==> src/hdl/flame_bank_map.vh <==
`ifndef FLAME_BANK_MAP_VH
`define FLAME_BANK_MAP_VH
// Register offsets (Modbus register numbers as 16-bit words)
`define REG_A_HEAD        16'h9c85
`define REG_B_HEAD        16'h9c86
`define REG_C_HEAD        16'h9c87
`define REG_A_GAIN        16'h9c88
`define REG_B_GAIN        16'h9c89
`define REG_C_GAIN        16'h9c8a
`define REG_A_ALARM       16'h9c8b
`define REG_B_ALARM       16'h9c8c
`define REG_C_ALARM       16'h9c8d
`define REG_AB_DELAY      16'h9c8e
`define REG_AB_CHAN_AB_ALT_FAILURE_RESPONSE       16'h9c8f
`define REG_C_DELAY       16'h9c91
`define REG_C_CHAN_AB_ALT_FAILURE_RESPONSE        16'h9c92
`define REG_SWITCH        16'h9c93
`define REG_ERROR         16'h9c94
`define REG_BAUD          16'h9c95
`define REG_PARITY        16'h9c96
`define REG_SLAVE_ID      16'h9c97
// Field layouts
`define HEAD_SEL_MASK     16'h00f0
`define SWITCH_MASK       16'h0070
`define NIBBLE_PAIR_MASK  16'h00ff
`define NIBBLE_MASK       16'h000f
`define BYTE_MASK         16'h00ff
`define SW_BIT_A          4
`define SW_BIT_C          6
// Limits
`define GAIN_MAX          16'h0064
`define ALARM_MAX         16'h0bb7
`define FACTORY_KEY       16'h7570
`define MULTI_MAX         3'h5
// Function codes
`define FN_READ           8'h03
`define FN_WRITE_ONE      8'h06
`define FN_WRITE_MULTI    8'h10
// Exception codes
`define EXC_NONE          8'h00
`define EXC_FUNCTION      8'h01
`define EXC_ADDRESS       8'h02
`define EXC_VALUE         8'h03
// Reset values
`define RST_HEAD          16'h0000
`define RST_GAIN          16'h0000
`define RST_ALARM         16'h0000
`define RST_TIMES         16'h0000
`define RST_SWITCH        16'h0070
`define RST_BAUD          16'h0000
`define RST_PARITY        16'h0000
`define RST_SLAVE_ID      16'h0001
`endif

==> src/hdl/flame_channel_modbus_register_bank.v <==
`timescale 1ns/1ps
`default_nettype none
`include "flame_bank_map.vh"
// Notes on behaviour
// - Head select: bits 5:4 viewing head, bit 6 IR, bit 7 UV.
// - Per-channel analog gain kept, accepted only from 0 to 100.
// - Per-channel alarm level kept, accepted only from 0 to 2999.
// - One register holds delay seconds: A low nibble, B next nibble.
// - One register holds failure response: A low, B upper nibble.
// - Channel C delay and failure response each own a register.
// - Switch bits 4..6 pick set for A..C; one primary, zero alternate.
// - Switch readable on both ports, writable only from four-wire port.
// - Writing 30064 from the front port reloads all defaults except the error code.
// - Error code tracks the four-wire port only; both ports read it.
// - Baud register writable only from the front port; both ports read it.
// - Parity and slave address writable only from the front port; both ports read them.
// - Only functions 03, 06, 16; multiple write up to five registers.
// - Multi write stores values before first bad one, then excepts.
module flame_channel_modbus_register_bank (
  input  wire        clk,
  input  wire        sys_rst,
  input  wire        req_valid,
  input  wire        req_front_port,
  input  wire [7:0]  req_function,
  input  wire [15:0] req_addr,
  input  wire [2:0]  req_count,
  input  wire        wdata_valid,
  input  wire [15:0] wdata,
  output reg         rsp_valid,
  output reg  [7:0]  rsp_exception,
  output reg         rdata_valid,
  output reg  [15:0] rdata,
  output reg         busy,
  output reg  [2:0]  active_primary,
  output reg  [15:0] error_code
);
  localparam ST_IDLE  = 2'h0;
  localparam ST_READ  = 2'h1;
  localparam ST_WRITE = 2'h2;
  localparam ST_DRAIN = 2'h3;

  reg [1:0]  state;
  reg        front;
  reg [15:0] addr;
  reg [2:0]  left;
  reg [7:0]  exc;
  reg [15:0] regs [0:18];
  reg [15:0] next_rd;
  reg        next_hit;
  reg [4:0]  idx;

  wire [15:0] chk_addr;
  wire [15:0] chk_value;
  wire        mapped;
  wire        port_ok;
  wire        range_ok;
  wire [15:0] keep_mask;
  wire        in_range;
  integer     i;

  // Index of a mapped offset in the storage array
  function [4:0] reg_index;
    input [15:0] a;
    begin
      reg_index = a[4:0] - 5'h05;
    end
  endfunction

  // Reset value for each array slot
  function [15:0] reset_value;
    input [4:0] k;
    begin
      if (k <= 5'h02) reset_value = `RST_HEAD;
      else if (k <= 5'h05) reset_value = `RST_GAIN;
      else if (k <= 5'h08) reset_value = `RST_ALARM;
      else if (k == 5'h0e) reset_value = `RST_SWITCH;
      else if (k == 5'h10) reset_value = `RST_BAUD;
      else if (k == 5'h11) reset_value = `RST_PARITY;
      else if (k == 5'h12) reset_value = `RST_SLAVE_ID;
      else reset_value = `RST_TIMES;
    end
  endfunction

  assign chk_addr  = (state == ST_IDLE) ? req_addr : addr;
  assign chk_value = wdata;
  assign in_range  = (state == ST_IDLE) ? (req_count <= `MULTI_MAX) : 1'b1;

  flame_reg_check u_check (
    .addr       (chk_addr),
    .value      (chk_value),
    .front_port ((state == ST_IDLE) ? req_front_port : front),
    .mapped     (mapped),
    .port_ok    (port_ok),
    .range_ok   (range_ok),
    .keep_mask  (keep_mask)
  );

  // Read mux; error code is served from its own flop
  always @* begin
    idx      = reg_index(addr);
    next_hit = mapped;
    next_rd  = 16'h0000;
    if (addr == `REG_ERROR) next_rd = error_code;
    else if (mapped) next_rd = regs[idx] & keep_mask;
  end

  // Transaction engine: one word per cycle on reads and writes
  always @(posedge clk or posedge sys_rst) begin
    if (sys_rst) begin
      state          <= ST_IDLE;
      front          <= 1'b0;
      addr           <= 16'h0000;
      left           <= 3'h0;
      exc            <= `EXC_NONE;
      rsp_valid      <= 1'b0;
      rsp_exception  <= `EXC_NONE;
      rdata_valid    <= 1'b0;
      rdata          <= 16'h0000;
      busy           <= 1'b0;
      active_primary <= 3'h7;
      error_code     <= 16'h0000;
      for (i = 0; i < 19; i = i + 1) regs[i] <= reset_value(i[4:0]);
    end else begin
      rsp_valid   <= 1'b0;
      rdata_valid <= 1'b0;
      case (state)
        ST_IDLE: begin
          if (req_valid) begin
            front <= req_front_port;
            addr  <= req_addr;
            exc   <= `EXC_NONE;
            busy  <= 1'b1;
            if (req_function == `FN_READ) begin
              left  <= (req_count == 3'h0) ? 3'h1 : req_count;
              state <= ST_READ;
            end else if (req_function == `FN_WRITE_ONE) begin
              left  <= 3'h1;
              state <= ST_WRITE;
            end else if (req_function == `FN_WRITE_MULTI && in_range &&
                         req_count != 3'h0) begin
              left  <= req_count;
              state <= ST_WRITE;
            end else begin
              // Unsupported code, zero or too many words: answer at once
              rsp_valid     <= 1'b1;
              rsp_exception <= (req_function == `FN_WRITE_MULTI) ?
                               `EXC_VALUE : `EXC_FUNCTION;
              // An oversize write still owes its words, so stay busy
              busy          <= (req_function == `FN_WRITE_MULTI &&
                                req_count != 3'h0);
              if (!req_front_port) begin
                error_code <= {8'h00, (req_function == `FN_WRITE_MULTI) ?
                               `EXC_VALUE : `EXC_FUNCTION};
              end
              if (req_function == `FN_WRITE_MULTI && req_count != 3'h0)
                state <= ST_DRAIN;
              left <= req_count;
            end
          end
        end
        ST_READ: begin
          rdata_valid <= 1'b1;
          rdata       <= next_rd;
          if (!next_hit && exc == `EXC_NONE) exc <= `EXC_ADDRESS;
          addr <= addr + 16'h0001;
          left <= left - 3'h1;
          if (left == 3'h1) begin
            rsp_valid     <= 1'b1;
            rsp_exception <= next_hit ? exc : `EXC_ADDRESS;
            if (!front) error_code <= {8'h00, next_hit ? exc : `EXC_ADDRESS};
            busy  <= 1'b0;
            state <= ST_IDLE;
          end
        end
        ST_WRITE, ST_DRAIN: begin
          if (wdata_valid) begin
            if (state == ST_WRITE && exc == `EXC_NONE) begin
              if (!mapped) begin
                exc <= `EXC_ADDRESS;
              end else if (!range_ok) begin
                exc <= `EXC_VALUE;
              end else if (!port_ok) begin
                exc <= `EXC_ADDRESS;
              end else if (addr == `REG_SWITCH && front) begin
                // Factory key: reload every stored register, switch included; error code kept
                for (i = 0; i < 19; i = i + 1)
                  regs[i] <= reset_value(i[4:0]);
                active_primary <= 3'h7;
              end else begin
                regs[idx] <= wdata & keep_mask;
                if (addr == `REG_SWITCH) begin
                  active_primary <= wdata[`SW_BIT_C:`SW_BIT_A];
                end
              end
            end
            addr <= addr + 16'h0001;
            left <= left - 3'h1;
            if (left == 3'h1) begin
              // Report the first fault; later words were discarded
              rsp_valid     <= (state == ST_WRITE);
              if (state == ST_WRITE) begin
                // A drained message keeps its earlier refusal code
                rsp_exception <= (!mapped || !range_ok || !port_ok) &&
                                 exc == `EXC_NONE ?
                                 (!mapped ? `EXC_ADDRESS :
                                  !range_ok ? `EXC_VALUE : `EXC_ADDRESS) :
                                 exc;
              end
              if (!front && state == ST_WRITE) begin
                error_code <= {8'h00, (!mapped || !range_ok || !port_ok) &&
                               exc == `EXC_NONE ?
                               (!mapped ? `EXC_ADDRESS :
                                !range_ok ? `EXC_VALUE : `EXC_ADDRESS) :
                               exc};
              end
              busy  <= 1'b0;
              state <= ST_IDLE;
            end
          end
        end
        default: state <= ST_IDLE;
      endcase
    end
  end
endmodule
`default_nettype wire

==> src/hdl/flame_reg_check.v <==
`timescale 1ns/1ps
`default_nettype none
`include "flame_bank_map.vh"
// Combinational map lookup: is the address mapped, may this port write it,
// is the value in range, and which bits are kept.
module flame_reg_check (
  input  wire [15:0] addr,
  input  wire [15:0] value,
  input  wire        front_port,
  output reg         mapped,
  output reg         port_ok,
  output reg         range_ok,
  output reg  [15:0] keep_mask
);
  // Decode address into its policy
  always @* begin
    mapped    = 1'b1;
    port_ok   = 1'b1;
    range_ok  = 1'b1;
    keep_mask = 16'hffff;
    if (addr >= `REG_A_HEAD && addr <= `REG_C_HEAD) begin
      keep_mask = `HEAD_SEL_MASK;
    end else if (addr >= `REG_A_GAIN && addr <= `REG_C_GAIN) begin
      range_ok = (value <= `GAIN_MAX);
    end else if (addr >= `REG_A_ALARM && addr <= `REG_C_ALARM) begin
      range_ok = (value <= `ALARM_MAX);
    end else if (addr == `REG_AB_DELAY || addr == `REG_AB_CHAN_AB_ALT_FAILURE_RESPONSE) begin
      keep_mask = `NIBBLE_PAIR_MASK;
    end else if (addr == `REG_C_DELAY || addr == `REG_C_CHAN_AB_ALT_FAILURE_RESPONSE) begin
      keep_mask = `NIBBLE_MASK;
    end else if (addr == `REG_SWITCH) begin
      keep_mask = `SWITCH_MASK;
      port_ok   = ~front_port | (value == `FACTORY_KEY);
    end else if (addr == `REG_ERROR) begin
      port_ok = 1'b0; // Read only
    end else if (addr >= `REG_BAUD && addr <= `REG_SLAVE_ID) begin
      keep_mask = `BYTE_MASK;
      port_ok   = front_port;
    end else begin
      mapped = 1'b0;
    end
  end
endmodule
`default_nettype wire
==> config.mk <==
export PLATFORM = sky130hd
export DESIGN_NAME = flame_channel_modbus_register_bank
export DESIGN_NICKNAME = d
export VERILOG_FILES = /design/src/hdl/flame_channel_modbus_register_bank.v /design/src/hdl/flame_reg_check.v
export VERILOG_INCLUDE_DIRS = /design/src /design/src/hdl
export SDC_FILE = /design/constraint.sdc
export NUM_CORES = 1
export LEC_CHECK = 0
export ABC_AREA = 1
export BUFFER_PORTS_ARGS = -buffer_cell sky130_fd_sc_hd__buf_2
export CORE_MARGIN = 2
export CORE_UTILIZATION = 60
export CTS_CLUSTER_DIAMETER = 80
export DETAILED_ROUTE_END_ITERATION = 12
export MAX_ROUTING_LAYER = met4
export PLACE_DENSITY = 0.77
export SLEW_MARGIN = 20
export SYNTH_ARGS = -nofsm -noshare
export SYNTH_HDL_FRONTEND = slang
export SYNTH_SLANG_ARGS = --single-unit
==> constraint.sdc <==
create_clock -name clk -period 34.4 [get_ports clk]
set_input_delay 3.44 -clock clk [delete_from_list [all_inputs] [get_ports clk]]
set_output_delay 3.44 -clock clk [all_outputs]
set_load 0.005 [all_outputs]
==> results of run 1 <==
[flip-flops by register name, summed over array words and instances (netlist names), 2 cells and up]
| signal | flops |
|---|---|
| state | 2 |
| active_primary | 3 |
| error_code | 2 |
| regs | 304 |
| left | 3 |
| exc | 2 |
| rsp_exception | 2 |
| rdata | 16 |
| addr | 16 |
[worst paths after layout]
| check | from | slack, ns | to |
|---|---|---|---|
| max in group asynchronous | sys_rst | 29.72 | addr[0]$_DFFE_PP0P_ |
| setup / recovery | req_addr[14] | 28.27 | regs[6]$_DFFE_PP0P_ |
| setup reg to reg | state[1]$_DFFE_PP0P_ | 29.74 | regs[6]$_DFFE_PP0P_ |
| min in group asynchronous | sys_rst | 3.07 | regs[175]$_DFFE_PP0P_ |
| hold / removal | regs[62]$_DFFE_PP0P_ | 0.46 | regs[62]$_DFFE_PP0P_ |
| hold reg to reg | regs[62]$_DFFE_PP0P_ | 0.46 | regs[62]$_DFFE_PP0P_ |
[cells in the mapped netlist, drive strengths merged]
cell and n:
or4 1, a211oi 2, clkbuf 72, nor3 13
xor2 2, nand3 65, or2 2, o21bai 2
o221ai 11, clkinv 4, inv 196, a32o 21
xnor2 1, o21a 1, dfrtp 347, o21ai 129
a31oi 7, a32oi 3, nor3b 1, and2 1
o211ai 6, dfstp 7, a221o 1, o31ai 6
a22oi 28, nor4 7, a21oi 123, a221oi 1
nand2 1109, o22ai 7, nor2 146, conb 1
a22o 5, nand4 22, ha 8, o2111ai 9
and3 2, a2bb2oi 1, buf 74
[placed cells by master (no fill, tap or decap), types with 18 or more instances in the layout]
cell and count:
nand2_1 1101, dfrtp_1 346, inv_1 183, a21oi_1 122, nor2_1 119, o21ai_0 116
buf_2 73, nand3_1 46, clkbuf_16 41, a22oi_1 28, nand4_1 22, a32o_1 21
conb_1 20, nand3_2 18
[power by group]
part           leakage [nW]  switching, mW  total (mW)  internal [mW]
combinational          5.55          0.641       0.869          0.228
sequential             4.85         0.0451       0.520          0.474
clock                 0.661          0.179       0.438          0.259
[worst max-delay path, cell delays in order]
cell	delay (ns)
buf_2	0.10
inv_1	0.05
nand2_1	0.04
o21ai_1	0.11
nand2_1	0.10
nor2_1	0.24
nand2_2	0.13
nor2_1	0.19
nand3_1	0.14
nor2_1	0.11
nor2_1	0.06
nand2_2	0.11
inv_2	0.05
nor2_4	0.60
nand3_1	0.70
nand2_1	0.28
nand2_1	0.09
[layer usage]
layer	global-route usage (%)	wire (um)	vias up
li1	-	-	7732
met1	48.4	22200	8197
met2	55.0	25000	987
met3	6.98	5890	211
met4	16.8	2710	0
met5	-	0	-
[stage by stage]
| step | std cells | hold WS (ns) |
|---|---|---|
| detailed placement | 2801 | 0.447 |
| global placement | 2801 | 0.444 |
| finish | 2873 | 0.459 |
| CTS | 2872 | 0.462 |
| global route | 2873 | 0.482 |
| floorplan | 2463 | 0.431 |
[cell type report]
cell class                 count  area, um^2  share of cell area (%)
inverter                     200         763                    3.81
sequential                   354        8870                    44.3
multi-input combinational   1763        8080                    40.3
clock buffer                  54        1150                    5.76
timing repair buffer          88         485                    2.42
tap                          396         495                    2.47
antenna                        1        2.50                  0.0125
clock inverter                17         186                   0.931
[cells by family after synthesis]
family,Yosys count,share of synthesized area [%]
simple gates,1369,30.9
compound gates,363,11.9
flops,354,48.2
buf+inv,346,8.36
fa+ha+maj,8,0.544
xor+xnor,3,0.143
other cells,1,0.0204
==> results.cfg, run 1 <==
[status]
status = finished, final reports clean

[worst_setup_path]
cp-end-kind = flip-flop
worst_ep_required_time_ns = 34.83
crit_fanout = 22
cp-start-kind = input port
crit_arrival_ns = 6.56
r2r_cells = 17
crit_type = input port to flip-flop

[global_routing]
grt_pass1_wl_um = 88000
gr-usage-all-layers_pct = 36.6
grt_overflow = 0
antenna_found_initial = 1
grt_max_degree = 119
grt_pass1_vias = 16100

[synthesis]
yosysSeqAreaShare_pct = 48.2
yosysWarnings = 0
netlist_area_um2 = 18400
synth.top_cell.area_share_pct = 47.2
synthTopCellsByArea = dfrtp_1, nand2_1, inv_1, a21oi_1, o21ai_0
synth_cell_types = 55
synth_top_cell_by_area = dfrtp_1
synth_seq_cells = 354
syn_area_per_cell_um2 = 7.53
syn_inst = 2444

[cts]
clk-insertion-delay-late_ns = 0.55
h-tree-depth = 2
clk_path_buf_depth = 3
clkSinkCount = 354
cts_tree = built
numCtsBuffers = 39
ctsRootBufferMaster = clkbuf_16
postCtsSetupRepairBufs = 0
ctsResizeCount = 0
cts.hold.buffers_added = 0
clk_pin_slew_ns = 0.06

[timing]
finalHoldViolCount = 0
final-max-slew-violation-count = 0
skew_ns = 0.0142
period_minus_slack_ns = 6.13
max_slew_margin_pct = 19.4
setup_violations = 0
worstMarginPinSlew_ns = 1.20
rsz0062_at_grt = false
finalCritPeriodShare_pct = 17.8
max_freq_ghz = 0.163
finalSetupTns_ns = 0
setup_slack_ns = 28.27

[floorplanning]
dieHeight_um = 179
die_area_um2 = 32100
row_count = 64
core_um2 = 30400
ios = 94
die_w_um = 179
start_util_pct = 60.5

[layout]
final_nets = 2502
drive_gt1_share_pct = 9.61
post-route-util_pct = 65.8
final_area_um2 = 20000
area_growth_pct = 8.88
fillers = 2617

[placed_design]
hpwlAfterDp_um = 35500
place_ws_ns = 27.83
place_congestion = 0.959
numPortBuffers = 73
place_area_um2 = 18700

[detailed_routing]
drtAntennaViolNets = 0
drc = 0
routedWlPerCell_um = 19.4
viasPerCell = 5.96
wl_um = 55800
drtIter0Drc = 2036
drtPass1Iterations = 8
dr_total_vias = 17100

[worst_hold_path]
hold_depth = 2
hold_class = flip-flop to flip-flop

[pwr]
power_density_nw_per_um2 = 91.2
peakVddDrop_v = 0.0000586
power.leakage_nw = 11.1
finalPower_mw = 1.83

[run]
maxCapViolCount = 0
Power figures use the tool's default switching activity.
==> run 2: changes to the inputs <==
ABC_AREA = 0   (was 1)
CORE_UTILIZATION = 56   (was 60)
PLACE_DENSITY = 0.76   (was 0.77)
clock period = 5.6 ns   (was 34.4 ns; I/O delays follow)
==> run 2 against run 1 <==
  * The flow now finishes with violations (hold timing)
  * Largest cell class is now multi-input gates
  * Count of clock-buffer cells in the layout increased by 8
  * Via count decreased by 4.8%
  * Non-clock buffer count increased by 36
  * Highest routed layer unchanged
==> results.cfg, run 2 <==
[status]
status = finished with violations
violations = hold timing

[worst_setup_path]
path_buf_inv = 3
r2r_cells = 10
cp_slowest_stage_delay_ns = 0.89
r2r_start = state[1]$_DFFE_PP0P_
cp_top_family = compound AO/OA/AOI/OAI gates
worst_ep_required_time_ns = 5.98
critical_path_depth = 10
r2r_end = regs[187]$_DFFE_PP0P_
crit_chain = or2_1, a31oi_2, or3_1, a211oi_2, buf_4, nor4_4, buf_4, buf_4, a211oi_4, o21ai_0
crit_arrival_ns = 5.14
rrSetupSlack_ns = 0.84
cp-start-kind = flip-flop
crit_fanout = 24
crit_path_top_delay_cell = a211oi_4
crit_type = flip-flop to flip-flop
cp-end-kind = flip-flop
cp_common_cell = buf_4

[layout]
multi_input_area_um2 = 8910
final_common_cell = dfrtp_1
num_antenna_cells = 0
reg_top3 = regs: 304 flops, addr: 16 flops, rdata: 16 flops
final_cell_mix = dfrtp_1, inv_1, o21ai_0, o2111ai_1, nor2b_1
area_growth_pct = 9.41
fillers = 2711
final_area_um2 = 21300
seq_area_um2 = 8870
largest_reg_flops = 304
final_nets = 1966
drive_gt1_share_pct = 16.5
top_register = regs

[timing]
final-max-slew-violation-count = 0
max_freq_ghz = 0.210
finalSetupTns_ns = 0
skew_ns = 0.0191
finalCritPeriodShare_pct = 84.9
setup_slack_ns = 0.843
holdWs_ns = -0.00268
setup_violations = 0
rsz0062_at_grt = false
finalHoldViolCount = 5
max_slew_margin_pct = 22.8
worstMarginPinSlew_ns = 1.16
period_minus_slack_ns = 4.76

[cts]
cts_tree = built
numCtsBuffers = 40
h-tree-depth = 2
clk_path_buf_depth = 3
postCtsSetupRepairBufs = 0
clk_pin_slew_ns = 0.07
ctsResizeCount = 0
cts.hold.buffers_added = 0
clk-insertion-delay-late_ns = 0.56
clkSinkCount = 354
ctsRootBufferMaster = clkbuf_16

[detailed_routing]
wl_um = 58700
drc = 0
drtPass1Iterations = 6
drtAntennaViolNets = 0
dr_total_vias = 16300
drtIter0Drc = 2323
routedWlPerCell_um = 24.5
viasPerCell = 6.81

[synthesis]
yosysSeqAreaShare_pct = 45.5
syn_inst = 1930
synthTopCellsByArea = dfrtp_1, o2111ai_1, mux4_2, o21ai_0, inv_1
syn_area_per_cell_um2 = 10.1
async_reset_ff_share_pct = 100
synth_cell_types = 81
synth.top_cell.area_share_pct = 44.5
synth_seq_cells = 354
netlist_area_um2 = 19500
synth_most_common_cell = dfrtp_1
synth_edf_count = 0
synth_flop_cell = dfrtp_1
synth_commonest_cells = dfrtp_1, inv_1, o21ai_0
synth_top_cell_by_area = dfrtp_1
yosysWarnings = 0

[floorplanning]
dieHeight_um = 191
ios = 94
die_area_um2 = 36300
start_util_pct = 56.6
die_w_um = 191
row_count = 68
core_um2 = 34500

[global_routing]
grt_pass1_vias = 15700
grt_max_degree = 117
grt_overflow = 0
gr-usage-all-layers_pct = 33.7
antenna_found_initial = 0
grt_pass1_wl_um = 92400

[worst_hold_path]
hold_class = input port to asynchronous set/reset pin

[pwr]
finalPower_mw = 6.09
power.leakage_nw = 9.37
power_density_nw_per_um2 = 285
peakVddDrop_v = 0.000230

[run]
maxCapViolCount = 0

[placed_design]
place_ws_ns = 1.00
hpwlAfterDp_um = 37300
place_congestion = 0.939
numPortBuffers = 73
place_area_um2 = 20000
[run 2: worst max path at each step]
stage | from | end
3_3_place_gp | state[1]$_DFFE_PP0P_ | regs[187]$_DFFE_PP0P_
6_report | state[1]$_DFFE_PP0P_ | regs[187]$_DFFE_PP0P_
3_5_place_dp | state[1]$_DFFE_PP0P_ | regs[154]$_DFFE_PP0P_
2_1_floorplan | sys_rst | addr[0]$_DFFE_PP0P_
5_1_grt | state[1]$_DFFE_PP0P_ | regs[35]$_DFFE_PP0P_
4_1_cts | state[1]$_DFFE_PP0P_ | regs[154]$_DFFE_PP0P_
[run 2: final cells by class]
class                      instances  area share [%]
sequential                       354            41.6
multi-input combinational       1160            41.8
clock inverter                    10           0.569
timing repair buffer             124            3.85
clock buffer                      62            5.51
inverter                         230            4.06
tap                              455            2.67
[run 2: worst reg2reg max path, cell delays in order, from the launching register on]
cell      delay, ns
dfrtp_1        0.79
or2_1          0.72
a31oi_2        0.38
or3_1          0.47
a211oi_2       0.22
buf_4          0.28
nor4_4         0.08
buf_4          0.22
buf_4          0.29
a211oi_4       0.89
o21ai_0        0.25
[run 2: stage by stage]
step	hold WS, ns	utilization, %	cells
6_report	-0.00268	61.9	2395
5_1_grt	0.00134	61.9	2395
2_1_floorplan	0.441	-	1949
4_1_cts	0.266	61.8	2393
3_3_place_gp	0.447	58.0	2320
3_5_place_dp	0.458	58.0	2321
[run 2: layer usage]
layer  wire length, um  GRT usage (%)  vias up  part of all wire (%)
li1                  -              -     7010                     -
met1             23000           45.0     8155                    39
met2             27000           49.9      956                    46
met3              5830           6.61      191                   9.9
met4              2930           15.7        0                   5.0
met5                 0              -        -                     0
[run 2: kinds of logic (layout without fill, tap and decap cells)]
| group | Yosys count | after routing | synth area share (%) |
|---|---|---|---|
| DFF | 354 | 354 | 45.5 |
| AOI/OAI and AO/OA | 665 | 665 | 24.1 |
| adders and majority gates | 8 | 8 | 0.513 |
| xor gates and xnor gates | 7 | 7 | 0.314 |
| buffers and inverters | 435 | 426 | 9.66 |
| other | 1 | 20 | 0.0192 |
| muxes | 94 | 94 | 9.45 |
| and+or+nand+nor | 366 | 366 | 10.4 |
[run 2: power breakdown]
part           internal (mW)  switching [mW]
Combinational          0.256           0.544
Sequential              2.61          0.0552
Clock                   1.54            1.08
